## config.mk

```make
export PLATFORM = sky130hd
export DESIGN_NAME = usp_spi_top
export DESIGN_NICKNAME = d
export VERILOG_FILES = /design/src/usp_pkg.sv /design/src/usp_clk_gen.sv /design/src/usp_edge.sv /design/src/usp_spi_top.sv
export SDC_FILE = /design/constraint.sdc
export NUM_CORES = 1
export LEC_CHECK = 0
export BUFFER_PORTS_ARGS = -buffer_cell sky130_fd_sc_hd__buf_4
export CAP_MARGIN = 30
export CORE_ASPECT_RATIO = 0.8
export CORE_UTILIZATION = 54
export DETAILED_ROUTE_END_ITERATION = 12
export PLACE_DENSITY = 0.86
export SLEW_MARGIN = 40
export SYNTH_ARGS = -nofsm -noshare
export SYNTH_HDL_FRONTEND = slang
export SYNTH_SLANG_ARGS = --single-unit
```

## constraint.sdc

```tcl
create_clock -name pclk -period 3.21 [get_ports pclk]
set_input_delay 0.642 -clock pclk [delete_from_list [all_inputs] [get_ports pclk]]
set_output_delay 0.642 -clock pclk [all_outputs]
set_load 0.02 [all_outputs]
```

## src/usp_pkg.sv

```systemverilog
// Constants, types and helpers for the SPI part of the shared serial unit.
// Assumes a single 25 MHz clock domain and 8-bit registers on 32-bit APB words.
// Function
// - Mode 000/001/010 is master, clock is system clock divided by 4/16/64.
// - Mode 011 clocks the master from sub clock; 100 from half the timer match rate.
// - Mode 101 is SPI slave; 110 is I2C slave; 111 is unused.
// - Mode field only counts when uart_select is 0; uart_select 1 means UART.
// - In slave mode the serial clock comes from the outside master.
// - The master starts every transfer and alone drives the serial clock.
// - interface_enable 0 frees data, clock and select lines; 1 enables the interface.
// - Turning interface_enable on keeps all control register contents unchanged.
// - select_pin_enable 1 enables the select pin; 0 leaves it floating.
// - Slave deselected early with both enables set raises incomplete and complete flags.
// - The early deselect raises the interrupt request when interrupts are enabled.
// - Software writing 1 to the incomplete flag never sets the complete flag.
// - Incomplete flag only means something in slave mode; debounce field only in I2C.
// - One shared 8-bit data register feeds transmit and receives the byte.
// - Format register exists only when SPI mode is selected; data register in SPI and I2C slave modes.
// - Polarity 1 idles clock low, 0 high; polarity xor edge picks capture edge.
// - shift_order 1 sends most significant bit first, 0 least significant first.
// - Data write during a transfer is dropped and sets the collision flag.
// - Master data write starts the transfer; completion sets a sticky complete flag.
package usp_pkg;
  localparam int unsigned CLK_HZ = 25_000_000;
  // Register byte offsets
  localparam logic [7:0] USP_OFF_MODE = 8'h00;
  localparam logic [7:0] USP_OFF_FMT = 8'h04;
  localparam logic [7:0] USP_OFF_DATA = 8'h08;
  // Values after reset
  localparam logic [7:0] USP_MODE_RST = 8'hE0;
  localparam logic [7:0] USP_FMT_RST = 8'h00;
  localparam logic [7:0] USP_DATA_RST = 8'h00;
  localparam logic USP_SCK_RST = 1'b1;
  // serial_mode_control fields
  localparam int unsigned MODE_FIELD_LSB = 5;
  localparam int unsigned MODE_UART_BIT = 4;
  localparam int unsigned MODE_EN_BIT = 1;
  localparam int unsigned MODE_ICF_BIT = 0;
  // spi_format_control fields
  localparam int unsigned FMT_POL_BIT = 5;
  localparam int unsigned FMT_EDGE_BIT = 4;
  localparam int unsigned FMT_MSB_BIT = 3;
  localparam int unsigned FMT_SELECT_PIN_ENABLE_BIT = 2;
  localparam int unsigned FMT_WRITE_COLLISION_FLAG_BIT = 1;
  localparam int unsigned FMT_TRF_BIT = 0;
  // Master clock dividers and their half periods in pclk cycles
  localparam int unsigned DIV_A = 4;
  localparam int unsigned DIV_B = 16;
  localparam int unsigned DIV_C = 64;
  localparam logic [5:0] HALF_A = 6'(DIV_A / 2);
  localparam logic [5:0] HALF_B = 6'(DIV_B / 2);
  localparam logic [5:0] HALF_C = 6'(DIV_C / 2);
  // Bits per transfer and clock edges per transfer
  localparam logic [3:0] USP_BITS = 4'h8;
  localparam logic [4:0] USP_EDGES = 5'h10;

  typedef enum logic [2:0] {
    USP_M_DIV4 = 3'b000,
    USP_M_DIV16 = 3'b001,
    USP_M_DIV64 = 3'b010,
    USP_M_SUB = 3'b011,
    USP_M_TMR = 3'b100,
    USP_S_SPI = 3'b101,
    USP_S_I2C = 3'b110,
    USP_UNUSED = 3'b111
  } usp_mode_t;

  typedef enum logic [1:0] {
    USP_IDLE = 2'b00,
    USP_MXFER = 2'b01,
    USP_SXFER = 2'b10
  } usp_state_t;

  // SPI is selected when UART is off and the field names an SPI mode
  function automatic logic usp_spi_sel(input logic uart, input logic [2:0] f);
    return !uart && (f <= USP_S_SPI);
  endfunction

  // First bit on the wire for a byte, given the shift order
  function automatic logic usp_out_bit(input logic [7:0] b, input logic msb);
    return msb ? b[7] : b[0];
  endfunction
endpackage

```

## src/usp_clk_gen.sv

```systemverilog
// Half-period tick source for the master serial clock.
// Assumes sub_clk and tmr_match are synchronous to pclk.
`timescale 1ns/100ps
module usp_clk_gen import usp_pkg::*; (
  input wire logic pclk,
  input wire logic presetn,
  input wire logic run,
  input wire logic [2:0] sel,
  input wire logic sub_clk,
  input wire logic tmr_match,
  output logic tick
);
  logic [5:0] cnt_q;
  logic [5:0] half;
  logic sub_q;
  logic sub2_q;
  logic tick_q;

  // Divider half period by mode
  always_comb begin
    case (sel)
      USP_M_DIV4: half = HALF_A;
      USP_M_DIV16: half = HALF_B;
      default: half = HALF_C;
    endcase
  end

  // Sub clock history for edge spotting
  always_ff @(posedge pclk or negedge presetn) begin
    if (!presetn) begin
      sub_q <= 1'b0;
      sub2_q <= 1'b0;
    end else begin
      sub_q <= sub_clk;
      sub2_q <= sub_q;
    end
  end

  // Every tick is one serial clock half period
  always_ff @(posedge pclk or negedge presetn) begin
    if (!presetn) begin
      cnt_q <= 6'h00;
      tick_q <= 1'b0;
    end else if (!run) begin
      cnt_q <= 6'h00;
      tick_q <= 1'b0;
    end else begin
      case (sel)
        USP_M_SUB: tick_q <= sub_q ^ sub2_q;
        USP_M_TMR: tick_q <= tmr_match;
        default: begin
          if (cnt_q == half - 6'h01) begin
            cnt_q <= 6'h00;
            tick_q <= 1'b1;
          end else begin
            cnt_q <= cnt_q + 6'h01;
            tick_q <= 1'b0;
          end
        end
      endcase
    end
  end

  assign tick = tick_q;
endmodule // usp_clk_gen

```

## src/usp_edge.sv

```systemverilog
// Level and edge detector for a pin input.
// Assumes the input is already synchronous to pclk.
`timescale 1ns/100ps
module usp_edge #(
  parameter logic RST = 1'b1
) (
  input wire logic pclk,
  input wire logic presetn,
  input wire logic d,
  output logic lvl,
  output logic rise,
  output logic fall
);
  logic d_q;
  logic prev_q;

  // Two stages so edges are seen one cycle after the pin moves
  always_ff @(posedge pclk or negedge presetn) begin
    if (!presetn) begin
      d_q <= RST;
      prev_q <= RST;
    end else begin
      d_q <= d;
      prev_q <= d_q;
    end
  end

  assign lvl = d_q;
  assign rise = d_q & ~prev_q;
  assign fall = ~d_q & prev_q;
endmodule // usp_edge

```

## src/usp_spi_top.sv

```systemverilog
// SPI function of the shared serial unit: APB registers, master and slave engine.
// Assumes every pin input is synchronous to pclk; pad direction is set by the _oe outputs.
`timescale 1ns/100ps
module usp_spi_top import usp_pkg::*; #(
  parameter int unsigned ADDR_W = 8
) (
  input wire logic pclk,
  input wire logic presetn,
  input wire logic psel,
  input wire logic penable,
  input wire logic pwrite,
  input wire logic [ADDR_W-1:0] paddr,
  input wire logic [31:0] pwdata,
  output logic [31:0] prdata,
  output logic pready,
  output logic pslverr,
  input wire logic sub_clk,
  input wire logic tmr_match,
  input wire logic int_en,
  input wire logic sck_i,
  output logic sck_o,
  output logic sck_oe,
  input wire logic sdi_i,
  output logic sdo_o,
  output logic sdo_oe,
  input wire logic slave_select_n_i,
  output logic slave_select_n_o,
  output logic slave_select_n_oe,
  output logic irq
);
  // Offsets must fit the address bus
  if (ADDR_W < 4) begin : g_addr_chk
    $error("usp_spi_top: ADDR_W must be at least 4");
  end

  // Register state
  logic [7:0] mode_q;
  logic [7:0] fmt_q;
  logic [7:0] data_q;
  logic [7:0] sh_q;
  usp_state_t st_q;
  usp_state_t st_d;
  logic [4:0] edg_q;
  logic [3:0] cap_q;
  logic sck_q;
  logic sdo_q;
  logic sck_oe_q;
  logic sdo_oe_q;
  logic ss_n_q;
  logic ss_oe_q;
  logic irq_q;
  logic [31:0] prdata_q;
  logic pready_q;
  logic pslverr_q;

  // Field views
  logic [2:0] op_mode_field;
  logic uart_select;
  logic interface_enable;
  logic slave_incomplete_flag;
  logic clock_idle_polarity;
  logic capture_edge_select;
  logic shift_order;
  logic select_pin_enable;
  logic write_collision_flag;
  logic transfer_complete_flag;

  assign op_mode_field = mode_q[MODE_FIELD_LSB +: 3];
  assign uart_select = mode_q[MODE_UART_BIT];
  assign interface_enable = mode_q[MODE_EN_BIT];
  assign slave_incomplete_flag = mode_q[MODE_ICF_BIT];
  assign clock_idle_polarity = fmt_q[FMT_POL_BIT];
  assign capture_edge_select = fmt_q[FMT_EDGE_BIT];
  assign shift_order = fmt_q[FMT_MSB_BIT];
  assign select_pin_enable = fmt_q[FMT_SELECT_PIN_ENABLE_BIT];
  assign write_collision_flag = fmt_q[FMT_WRITE_COLLISION_FLAG_BIT];
  assign transfer_complete_flag = fmt_q[FMT_TRF_BIT];

  // Pin edge detectors
  logic sck_lvl;
  logic sck_rise;
  logic sck_fall;
  logic ss_lvl;
  logic ss_rise;
  logic ss_fall;
  logic tick;

  usp_edge #(.RST(1'b1)) u_sck_edge (
    .pclk(pclk),
    .presetn(presetn),
    .d(sck_i),
    .lvl(sck_lvl),
    .rise(sck_rise),
    .fall(sck_fall)
  );

  usp_edge #(.RST(1'b1)) u_ss_edge (
    .pclk(pclk),
    .presetn(presetn),
    .d(slave_select_n_i),
    .lvl(ss_lvl),
    .rise(ss_rise),
    .fall(ss_fall)
  );

  // Master clock only runs during a master transfer
  usp_clk_gen u_clk_gen (
    .pclk(pclk),
    .presetn(presetn),
    .run(st_q == USP_MXFER),
    .sel(op_mode_field),
    .sub_clk(sub_clk),
    .tmr_match(tmr_match),
    .tick(tick)
  );

  // Mode decode
  logic spi_regs;
  logic data_vis;
  logic spi_on;
  logic is_master;
  logic is_slave;
  logic selected;

  always_comb begin
    spi_regs = usp_spi_sel(uart_select, op_mode_field);
    data_vis = spi_regs || (!uart_select && op_mode_field == USP_S_I2C);
    spi_on = interface_enable && usp_spi_sel(uart_select, op_mode_field);
    is_master = spi_on && (op_mode_field <= USP_M_TMR);
    is_slave = spi_on && (op_mode_field == USP_S_SPI);
    selected = !select_pin_enable || !ss_lvl;
  end

  // APB decode; one wait state, writes land when pready is seen high
  logic hit_mode;
  logic hit_fmt;
  logic hit_data;
  logic unmapped;
  logic acc;
  logic setup_acc;
  logic wr_mode;
  logic wr_fmt;
  logic wr_data;
  logic [7:0] rd_mux;

  always_comb begin
    hit_mode = paddr == ADDR_W'(USP_OFF_MODE);
    hit_fmt = (paddr == ADDR_W'(USP_OFF_FMT)) && spi_regs;
    hit_data = (paddr == ADDR_W'(USP_OFF_DATA)) && data_vis;
    unmapped = !(hit_mode || hit_fmt || hit_data);
    acc = psel && penable && pready_q;
    setup_acc = psel && penable && !pready_q;
    wr_mode = acc && pwrite && hit_mode;
    wr_fmt = acc && pwrite && hit_fmt;
    wr_data = acc && pwrite && hit_data;
    rd_mux = 8'h00;
    if (hit_mode) begin
      rd_mux = mode_q;
    end else if (hit_fmt) begin
      rd_mux = fmt_q;
    end else if (hit_data) begin
      rd_mux = data_q;
    end
  end

  // Transfer events
  logic busy;
  logic cap_rise;
  logic slave_ok;
  logic ev_edge;
  logic ev_rise;
  logic ev_cap;
  logic ev_drv;
  logic last_cap;
  logic m_done;
  logic s_done;
  logic early;
  logic hw_trf;
  logic start_m;
  logic data_ok;
  logic collide;
  logic [7:0] rx_byte;

  always_comb begin
    busy = st_q != USP_IDLE;
    // Capture on the rising edge when polarity equals edge select
    cap_rise = !(clock_idle_polarity ^ capture_edge_select);
    slave_ok = is_slave && selected && (st_q != USP_MXFER);
    ev_edge = 1'b0;
    ev_rise = 1'b0;
    if (st_q == USP_MXFER) begin
      ev_edge = tick;
      ev_rise = !sck_q;
    end else if (slave_ok) begin
      ev_edge = sck_rise || sck_fall;
      ev_rise = sck_rise;
    end
    ev_cap = ev_edge && (ev_rise == cap_rise);
    // No drive edge before the first capture: the first bit is preloaded
    ev_drv = ev_edge && !ev_cap && (cap_q != 4'h0);
    last_cap = ev_cap && (cap_q == USP_BITS - 4'h1);
    m_done = (st_q == USP_MXFER) && tick && (edg_q == USP_EDGES - 5'h01);
    s_done = slave_ok && last_cap;
    // Early deselect only counts in slave mode with the select pin in use
    early = is_slave && select_pin_enable && ss_rise && (cap_q != 4'h0);
    hw_trf = m_done || s_done || early;
    start_m = wr_data && !busy && is_master;
    data_ok = wr_data && !busy;
    collide = wr_data && busy;
    if (shift_order) begin
      rx_byte = {sh_q[6:0], sdi_i};
    end else begin
      rx_byte = {sdi_i, sh_q[7:1]};
    end
  end

  // Engine state
  always_comb begin
    st_d = st_q;
    case (st_q)
      USP_IDLE: begin
        if (start_m) begin
          st_d = USP_MXFER;
        end else if (slave_ok && ev_cap && !s_done) begin
          st_d = USP_SXFER;
        end
      end
      USP_MXFER: begin
        if (!is_master || m_done) begin
          st_d = USP_IDLE;
        end
      end
      USP_SXFER: begin
        if (!is_slave || !selected || s_done || early) begin
          st_d = USP_IDLE;
        end
      end
      default: st_d = USP_IDLE;
    endcase
  end

  always_ff @(posedge pclk or negedge presetn) begin
    if (!presetn) begin
      st_q <= USP_IDLE;
    end else begin
      st_q <= st_d;
    end
  end

  // Bit and edge counters restart whenever the engine goes idle
  always_ff @(posedge pclk or negedge presetn) begin
    if (!presetn) begin
      cap_q <= 4'h0;
      edg_q <= 5'h00;
    end else begin
      if (st_d == USP_IDLE) begin
        cap_q <= 4'h0;
      end else if (ev_cap) begin
        cap_q <= cap_q + 4'h1;
      end
      if (st_d != USP_MXFER) begin
        edg_q <= 5'h00;
      end else if (tick) begin
        edg_q <= edg_q + 5'h01;
      end
    end
  end

  // Shift register and shared data register
  always_ff @(posedge pclk or negedge presetn) begin
    if (!presetn) begin
      sh_q <= USP_DATA_RST;
      data_q <= USP_DATA_RST;
    end else begin
      if (data_ok) begin
        sh_q <= pwdata[7:0];
        data_q <= pwdata[7:0];
      end else if (ev_cap) begin
        sh_q <= rx_byte;
        if (last_cap) begin
          data_q <= rx_byte;
        end
      end
    end
  end

  // Serial output bit: preload on write or select, then advance on drive edges
  always_ff @(posedge pclk or negedge presetn) begin
    if (!presetn) begin
      sdo_q <= 1'b1;
    end else if (data_ok) begin
      sdo_q <= usp_out_bit(pwdata[7:0], shift_order);
    end else if (is_slave && ss_fall) begin
      sdo_q <= usp_out_bit(sh_q, shift_order);
    end else if (ev_drv) begin
      sdo_q <= usp_out_bit(sh_q, shift_order);
    end
  end

  // Serial clock: toggles per tick in a master transfer, else rests at idle level
  always_ff @(posedge pclk or negedge presetn) begin
    if (!presetn) begin
      sck_q <= USP_SCK_RST;
    end else if (st_q == USP_MXFER) begin
      if (tick) begin
        sck_q <= ~sck_q;
      end
    end else begin
      sck_q <= ~clock_idle_polarity;
    end
  end

  // Pad drive; a slave never drives the clock, a disabled unit drives nothing
  always_ff @(posedge pclk or negedge presetn) begin
    if (!presetn) begin
      sck_oe_q <= 1'b0;
      sdo_oe_q <= 1'b0;
      ss_oe_q <= 1'b0;
      ss_n_q <= 1'b1;
    end else begin
      sck_oe_q <= is_master;
      sdo_oe_q <= is_master || (is_slave && selected);
      ss_oe_q <= is_master && select_pin_enable;
      ss_n_q <= !(st_q == USP_MXFER && select_pin_enable); // rises a cycle after the last clock edge
    end
  end

  // Mode register; enabling the unit leaves every field as it was
  always_ff @(posedge pclk or negedge presetn) begin
    if (!presetn) begin
      mode_q <= USP_MODE_RST;
    end else begin
      if (wr_mode) begin
        mode_q[7:1] <= pwdata[7:1];
      end
      // Hardware set wins over a software clear in the same cycle
      if (early) begin
        mode_q[MODE_ICF_BIT] <= 1'b1;
      end else if (wr_mode) begin
        mode_q[MODE_ICF_BIT] <= pwdata[MODE_ICF_BIT];
      end
    end
  end

  // Format register with its two sticky flags
  always_ff @(posedge pclk or negedge presetn) begin
    if (!presetn) begin
      fmt_q <= USP_FMT_RST;
    end else begin
      if (wr_fmt) begin
        fmt_q[7:2] <= pwdata[7:2];
      end
      if (collide) begin
        fmt_q[FMT_WRITE_COLLISION_FLAG_BIT] <= 1'b1;
      end else if (wr_fmt) begin
        fmt_q[FMT_WRITE_COLLISION_FLAG_BIT] <= pwdata[FMT_WRITE_COLLISION_FLAG_BIT];
      end
      if (hw_trf) begin
        fmt_q[FMT_TRF_BIT] <= 1'b1;
      end else if (wr_fmt) begin
        fmt_q[FMT_TRF_BIT] <= pwdata[FMT_TRF_BIT];
      end
    end
  end

  // One-cycle request towards the interrupt controller
  always_ff @(posedge pclk or negedge presetn) begin
    if (!presetn) begin
      irq_q <= 1'b0;
    end else begin
      irq_q <= hw_trf && int_en;
    end
  end

  // APB answer: pready rises in the second access cycle
  always_ff @(posedge pclk or negedge presetn) begin
    if (!presetn) begin
      pready_q <= 1'b0;
      pslverr_q <= 1'b0;
      prdata_q <= 32'h0000_0000;
    end else begin
      pready_q <= setup_acc;
      pslverr_q <= setup_acc && unmapped;
      if (setup_acc && !pwrite) begin
        prdata_q <= {24'h00_0000, rd_mux};
      end
    end
  end

  assign prdata = prdata_q;
  assign pready = pready_q;
  assign pslverr = pslverr_q;
  assign sck_o = sck_q;
  assign sck_oe = sck_oe_q;
  assign sdo_o = sdo_q;
  assign sdo_oe = sdo_oe_q;
  assign slave_select_n_o = ss_n_q;
  assign slave_select_n_oe = ss_oe_q;
  assign irq = irq_q;
endmodule // usp_spi_top

```

==> results of run 1 <==
==> how the worst max path moves through the flow <==
stage                               to  depth (start not counted)
floorplan           u_clk_gen.cnt_q[4]                          8
global placement              fmt_q[3]                          5
detailed placement            fmt_q[3]                          5
CTS                 u_clk_gen.cnt_q[4]                          7
global route        u_clk_gen.cnt_q[4]                          7
finish              u_clk_gen.cnt_q[4]                          7
==> placed cells by master (no fill, tap or decap), drive strengths merged, types with 7 or more instances in the layout <==
cell	netlist	routed
ha	8	8
a222oi	8	8
buf	30	50
nand4	7	7
o21ai	10	10
dfstp	10	10
nor3	10	10
dfrtp	63	63
and3	7	7
conb	1	24
nor2b	8	8
nor2	25	25
clkbuf	12	11
a21oi	24	24
mux2	34	34
nand3	9	9
nand2	18	18
==> power breakdown <==
part           switching (W)  leakage [nW]  internal, W
sequential         0.0000171         0.900     0.000949
clock               0.000344         0.140     0.000636
combinational       0.000116         0.954    0.0000688
==> metal layers <==
layer,up-vias,track usage (%)
li1,1395,-
met1,1526,33.0
met2,153,35.8
met3,16,8.36
met4,0,7.58
met5,-,0
==> worst register-to-register path: stages (launching register included) <==
cell	delay, ns
dfstp_2	0.63
or3b_2	0.50
ha_1	0.22
xor2_1	0.16
and3_1	0.19
o221a_2	0.32
or4_1	0.48
a31oi_1	0.14
==> per-stage QoR <==
step | cells | hold WS (ns) | cell area [sq um] | total power (W) | setup WS [ns]
2_1_floorplan | 394 | 0.346 | 4070 | 0.00109 | 0.541
3_3_place_gp | 488 | 0.361 | 4290 | 0.00116 | 0.407
3_5_place_dp | 488 | 0.362 | 4290 | 0.00117 | 0.376
4_1_cts | 504 | 0.324 | 4570 | 0.00214 | 0.530
5_1_grt | 505 | 0.335 | 4580 | 0.00220 | 0.388
6_report | 505 | 0.289 | 4580 | 0.00213 | 0.502
==> final cells by class <==
| class | count | area, sq um |
|---|---|---|
| Fill cell | 540 | 2450 |
| Multi-Input combinational cell | 273 | 1950 |
| Sequential cell | 73 | 1840 |
| Timing Repair Buffer | 50 | 377 |
| Clock buffer | 11 | 151 |
| Clock inverter | 5 | 125 |
| Tap cell | 87 | 109 |
| Inverter | 6 | 22.5 |
==> sequential cells by signal, summed over array words and instances, names as in the netlist, 2 cells and up <==
name / count
cap_q: 4
data_q: 8
edg_q: 5
fmt_q: 8
mode_q: 8
prdata: 8
sh_q: 8
st_q: 2
u_clk_gen.cnt_q: 6
==> logic make-up after synthesis <==
kind of cell,after synthesis,share of synthesized area (%)
xor+xnor,10,2.54
other cells,1,0.0941
fa+ha+maj,8,2.51
flops,73,46.1
compound gates,72,12.5
buf+inv,48,7.12
mux,41,11.7
simple gates,118,17.4
==> results.json, run 1 <==
{
  "yosysMostFrequentCell": "dfrtp_1",
  "synth_top_area_share_pct": 39.5,
  "grt_use_total_pct": 24.1,
  "dp_hpwl_um": 6250,
  "clock_skew_ns": 0.00881,
  "netlist_area_sq_um": 3990,
  "maxCapViolCount": 0,
  "worst_pin_slew_ns": 0.658,
  "cp.required_ns": 3.48,
  "wl_met1_um": 3740,
  "num_io_pins": 92,
  "grt_overflow": 0,
  "drtIter0Drc": 271,
  "crit_arrival_ns": 2.98,
  "drive_above_1_share_pct": 29.7,
  "highest-signal-layer": "met4",
  "routed_wl_um": 8800,
  "h-tree-depth": 3,
  "fin_crit_sh_pct": 84.4,
  "cp-startpoint": "mode_q[5]",
  "reg2reg_slack_ns": 0.50,
  "synth_top_flop_cell": "dfrtp_1",
  "failed_checks": "DRC",
  "dr_wl_met2_um": 4090,
  "rsz0062_at_grt": "false",
  "cts_tree": "built",
  "syn2layout_area_growth_pct": 14.8,
  "cts_setup_buffers": 0,
  "clk_pin_slew_ns": 0.07,
  "synth-edff-count": 0,
  "yosysUniqueCellTypes": 65,
  "final_hold_viol_count": 0,
  "n_antenna_cell": 0,
  "synth_warnings": 0,
  "cp.buffers_inverters": 0,
  "start_kind": "flip-flop",
  "max_stage_delay_ns": 0.63,
  "r2r_cells": 7,
  "clock-sinks": 73,
  "power_leakage_nw": 1.99,
  "grt_max_degree": 74,
  "criticalPathCategory": "reg -> reg",
  "synth_area_leaders": "dfrtp_1, mux2_2, dfstp_2",
  "cp_max_fo": 9,
  "initial_core_util_pct": 56.7,
  "antenna_found_initial": 0,
  "crit_slowest_cell": "dfstp_2",
  "setup_viol": 0,
  "clock.fmax_mhz": 369,
  "period_minus_slack_ns": 2.71,
  "status": "finished, violations left",
  "fp.coreArea_sq_um": 7030,
  "fp.dieH_um": 78.9,
  "ctsHoldBuffers": 0,
  "grt_pass1_vias": 2888,
  "final_util_pct": 65.1,
  "clock_path_buffers": 2,
  "drc": 6,
  "drv_slew": 0,
  "syn_inst": 371,
  "wl_met3_um": 831,
  "r2r-end": "u_clk_gen.cnt_q[4]",
  "firstDrtPassIters": 11,
  "clockRootBuffer": "clkbuf_8",
  "worstSkewPairLatency_ns": 0.36,
  "port_buffers": 43,
  "power_density_nw_per_um2": 466,
  "drt-vias-per-instance": 6.12,
  "yosysSeqAreaShare_pct": 46.1,
  "hp-class": "in -> async",
  "path_cells": "or3b_2 -> ha_1 -> xor2_1 -> and3_1 -> o221a_2 -> or4_1 -> a31oi_1",
  "synth_common_cells": "dfrtp_1, mux2_2, nor2_1",
  "cp-end-kind": "flip-flop",
  "dieArea_sq_um": 7730,
  "num_vias": 3090,
  "wire_per_inst_um": 17.4,
  "syn_area_per_cell_sq_um": 10.7,
  "rows": 27,
  "place.gp.congestion": 0.859,
  "grt_pass1_wl_um": 14300,
  "relSlewSlack_pct": 56.1,
  "tns_ns": 0,
  "yosys.area.top_type": "dfrtp_1",
  "vdd_drop_max_uv": 245,
  "final_nets": 472,
  "cts-resized-gates": 0,
  "ys_seq_elements": 73,
  "die_w_um": 98.1,
  "reg2reg_from": "mode_q[5]",
  "async_flop_share_pct": 100,
  "antenna_left": 0,
  "crit_family": "simple AND/OR/NAND/NOR gates",
  "cts-buffers-inserted": 9
}
(Power assumes the default switching activity.)
==> run 2, diff against run 1 <==
--- a/config.mk
+++ b/config.mk
@@ -8,9 +8,9 @@
 export BUFFER_PORTS_ARGS = -buffer_cell sky130_fd_sc_hd__buf_4
 export CAP_MARGIN = 30
 export CORE_ASPECT_RATIO = 0.8
-export CORE_UTILIZATION = 54
+export CORE_UTILIZATION = 49
 export DETAILED_ROUTE_END_ITERATION = 12
-export PLACE_DENSITY = 0.86
+export PLACE_DENSITY = 0.83
 export SLEW_MARGIN = 40
 export SYNTH_ARGS = -nofsm -noshare
 export SYNTH_HDL_FRONTEND = slang
==> constraint.sdc (replaced) <==
create_clock -name pclk -period 2.2 [get_ports pclk]
set_input_delay 0.44 -clock pclk [delete_from_list [all_inputs] [get_ports pclk]]
set_output_delay 0.44 -clock pclk [all_outputs]
set_load 0.02 [all_outputs]
==> results.json, run 2 (synthesis results as in run 1) <==
{
  "status": "finished, violations left",
  "failed_checks": "setup timing",
  "wire_per_inst_um": 17.3,
  "n_antenna_cell": 0,
  "worstSetupEndpoint": "u_clk_gen.cnt_q[4]",
  "h-tree-depth": 3,
  "drv_slew": 0,
  "drtIter0Drc": 264,
  "final-instance-count-excl-fill": 568,
  "initial_core_util_pct": 50.4,
  "drt-vias-per-instance": 5.72,
  "worstSkewPairLatency_ns": 0.36,
  "num_vias": 3248,
  "final_nets": 514,
  "fp.coreArea_sq_um": 7910,
  "crit_arrival_ns": 2.58,
  "clockRootBuffer": "clkbuf_8",
  "cts-buffers-inserted": 9,
  "clock-sinks": 73,
  "relSlewSlack_pct": 64.3,
  "dp_hpwl_um": 7150,
  "crit_slowest_cell": "dfstp_2",
  "path_cells": "or3b_4 -> ha_4 -> xor2_1 -> and3_1 -> o221a_4 -> or4_1 -> a31oi_1",
  "die_w_um": 103,
  "clk_pin_slew_ns": 0.08,
  "grt_overflow": 0,
  "routed_wl_um": 9810,
  "grt_use_total_pct": 24.0,
  "final_util_pct": 63.1,
  "worst_pin_slew_ns": 0.530,
  "power_density_nw_per_um2": 551,
  "reg2reg_from": "mode_q[5]",
  "dieArea_sq_um": 8500,
  "grt_pass1_vias": 3088,
  "cp.required_ns": 2.49,
  "setup_viol": 3,
  "placed_cells": 548,
  "num_io_pins": 92,
  "power_leakage_nw": 2.22,
  "drive_above_1_share_pct": 39.1,
  "swShare_pct": 25.3,
  "layout_common_cells": "buf_4, dfrtp_1, mux2_2",
  "r2r-end": "u_clk_gen.cnt_q[4]",
  "start_kind": "flip-flop",
  "fin_crit_sh_pct": 104,
  "rsz0062_at_grt": "true",
  "firstDrtPassIters": 8,
  "grt_max_degree": 39,
  "final_hold_viol_count": 0,
  "criticalPathCategory": "reg -> reg",
  "cts_tree": "built",
  "r2r_cells": 7,
  "clock_path_buffers": 2,
  "intPower_w": 0.00205,
  "fp.dieH_um": 82.7,
  "drc": 0,
  "net-switching-power_w": 0.000696,
  "cp_max_fo": 4,
  "fin_ws_ns": -0.0878,
  "period_minus_slack_ns": 2.29,
  "layout_commonest_cell": "buf_4",
  "clock.fmax_mhz": 437,
  "maxCapViolCount": 0,
  "syn2layout_area_growth_pct": 25.3,
  "hp-class": "in -> async",
  "place.gp.congestion": 0.882,
  "vdd_drop_max_uv": 383,
  "port_buffers": 43,
  "reg2reg_slack_ns": -0.09,
  "ctsHoldBuffers": 0,
  "cp-startpoint": "mode_q[5]",
  "cp.depth": 7,
  "clock_skew_ns": 0.0133,
  "antenna_found_initial": 0,
  "rows": 29,
  "holdWs_ns": 0.0414,
  "combPwrFrac_pct": 10.7,
  "crit_family": "simple AND/OR/NAND/NOR gates",
  "grt_pass1_wl_um": 15000,
  "max_stage_delay_ns": 0.54,
  "cp-end-kind": "flip-flop",
  "pwr-share-seq_pct": 51.2,
  "antenna_left": 0,
  "power_frac_clock_pct": 38.1,
  "cp.buffers_inverters": 0
}
==> run 2: worst min-delay path by stage <==
stage / endpoint / cells after the start / slack (ns)
2_1_floorplan: cap_q[0] / 0 / 0.14
3_3_place_gp: u_sck_edge.prev_q / 0 / 0.36
3_5_place_dp: u_sck_edge.prev_q / 0 / 0.37
4_1_cts: u_clk_gen.cnt_q[2] / 1 / 0.05
5_1_grt: u_clk_gen.cnt_q[2] / 1 / 0.08
6_report: u_clk_gen.cnt_q[2] / 1 / 0.04
==> run 2: stage by stage <==
| step | instance area, sq um | setup TNS (ns) | total power [W] | setup slack [ns] |
|---|---|---|---|---|
| 3_5_place_dp | 4670 | -5.66 | 0.00172 | -0.262 |
| 3_3_place_gp | 4670 | -4.58 | 0.00171 | -0.237 |
| 2_1_floorplan | 4140 | -1.71 | 0.00160 | -0.188 |
| 6_report | 4990 | -0.174 | 0.00275 | -0.0878 |
| 4_1_cts | 4930 | -0.290 | 0.00276 | -0.103 |
| 5_1_grt | 4990 | -0.457 | 0.00284 | -0.180 |
==> run 2: power groups by stage <==
stage          registers [W]  clock network, W  logic [W]
2_1_floorplan        0.00147                 0   0.000129
3_3_place_gp         0.00143                 0   0.000279
3_5_place_dp         0.00143                 0   0.000285
4_1_cts              0.00141           0.00106   0.000289
5_1_grt              0.00141           0.00110   0.000323
6_report             0.00141           0.00105   0.000293
==> run 2: layout make-up <==
type	count	area, sq um
fill	658	2920
multi-input combinational	273	2100
sequential	73	1840
timing repair buffer	92	703
clock buffer	13	149
tap	108	135
clock inverter	3	40.0
inverter	6	22.5
==> run 2: routing by layer <==
metal | track usage [%] | share of wire (%)
met1 | 29.6 | 43
met2 | 40.1 | 47
met3 | 7.07 | 7.3
met4 | 9.30 | 1.8
met5 | 0 | 0
==> run 2: timing repair <==
item / CTS / global route
buffers inserted: 3 / 1
pin swaps: 4 / 4
setup endpoints to repair: 21 / 27
resized for setup: 10 / 14
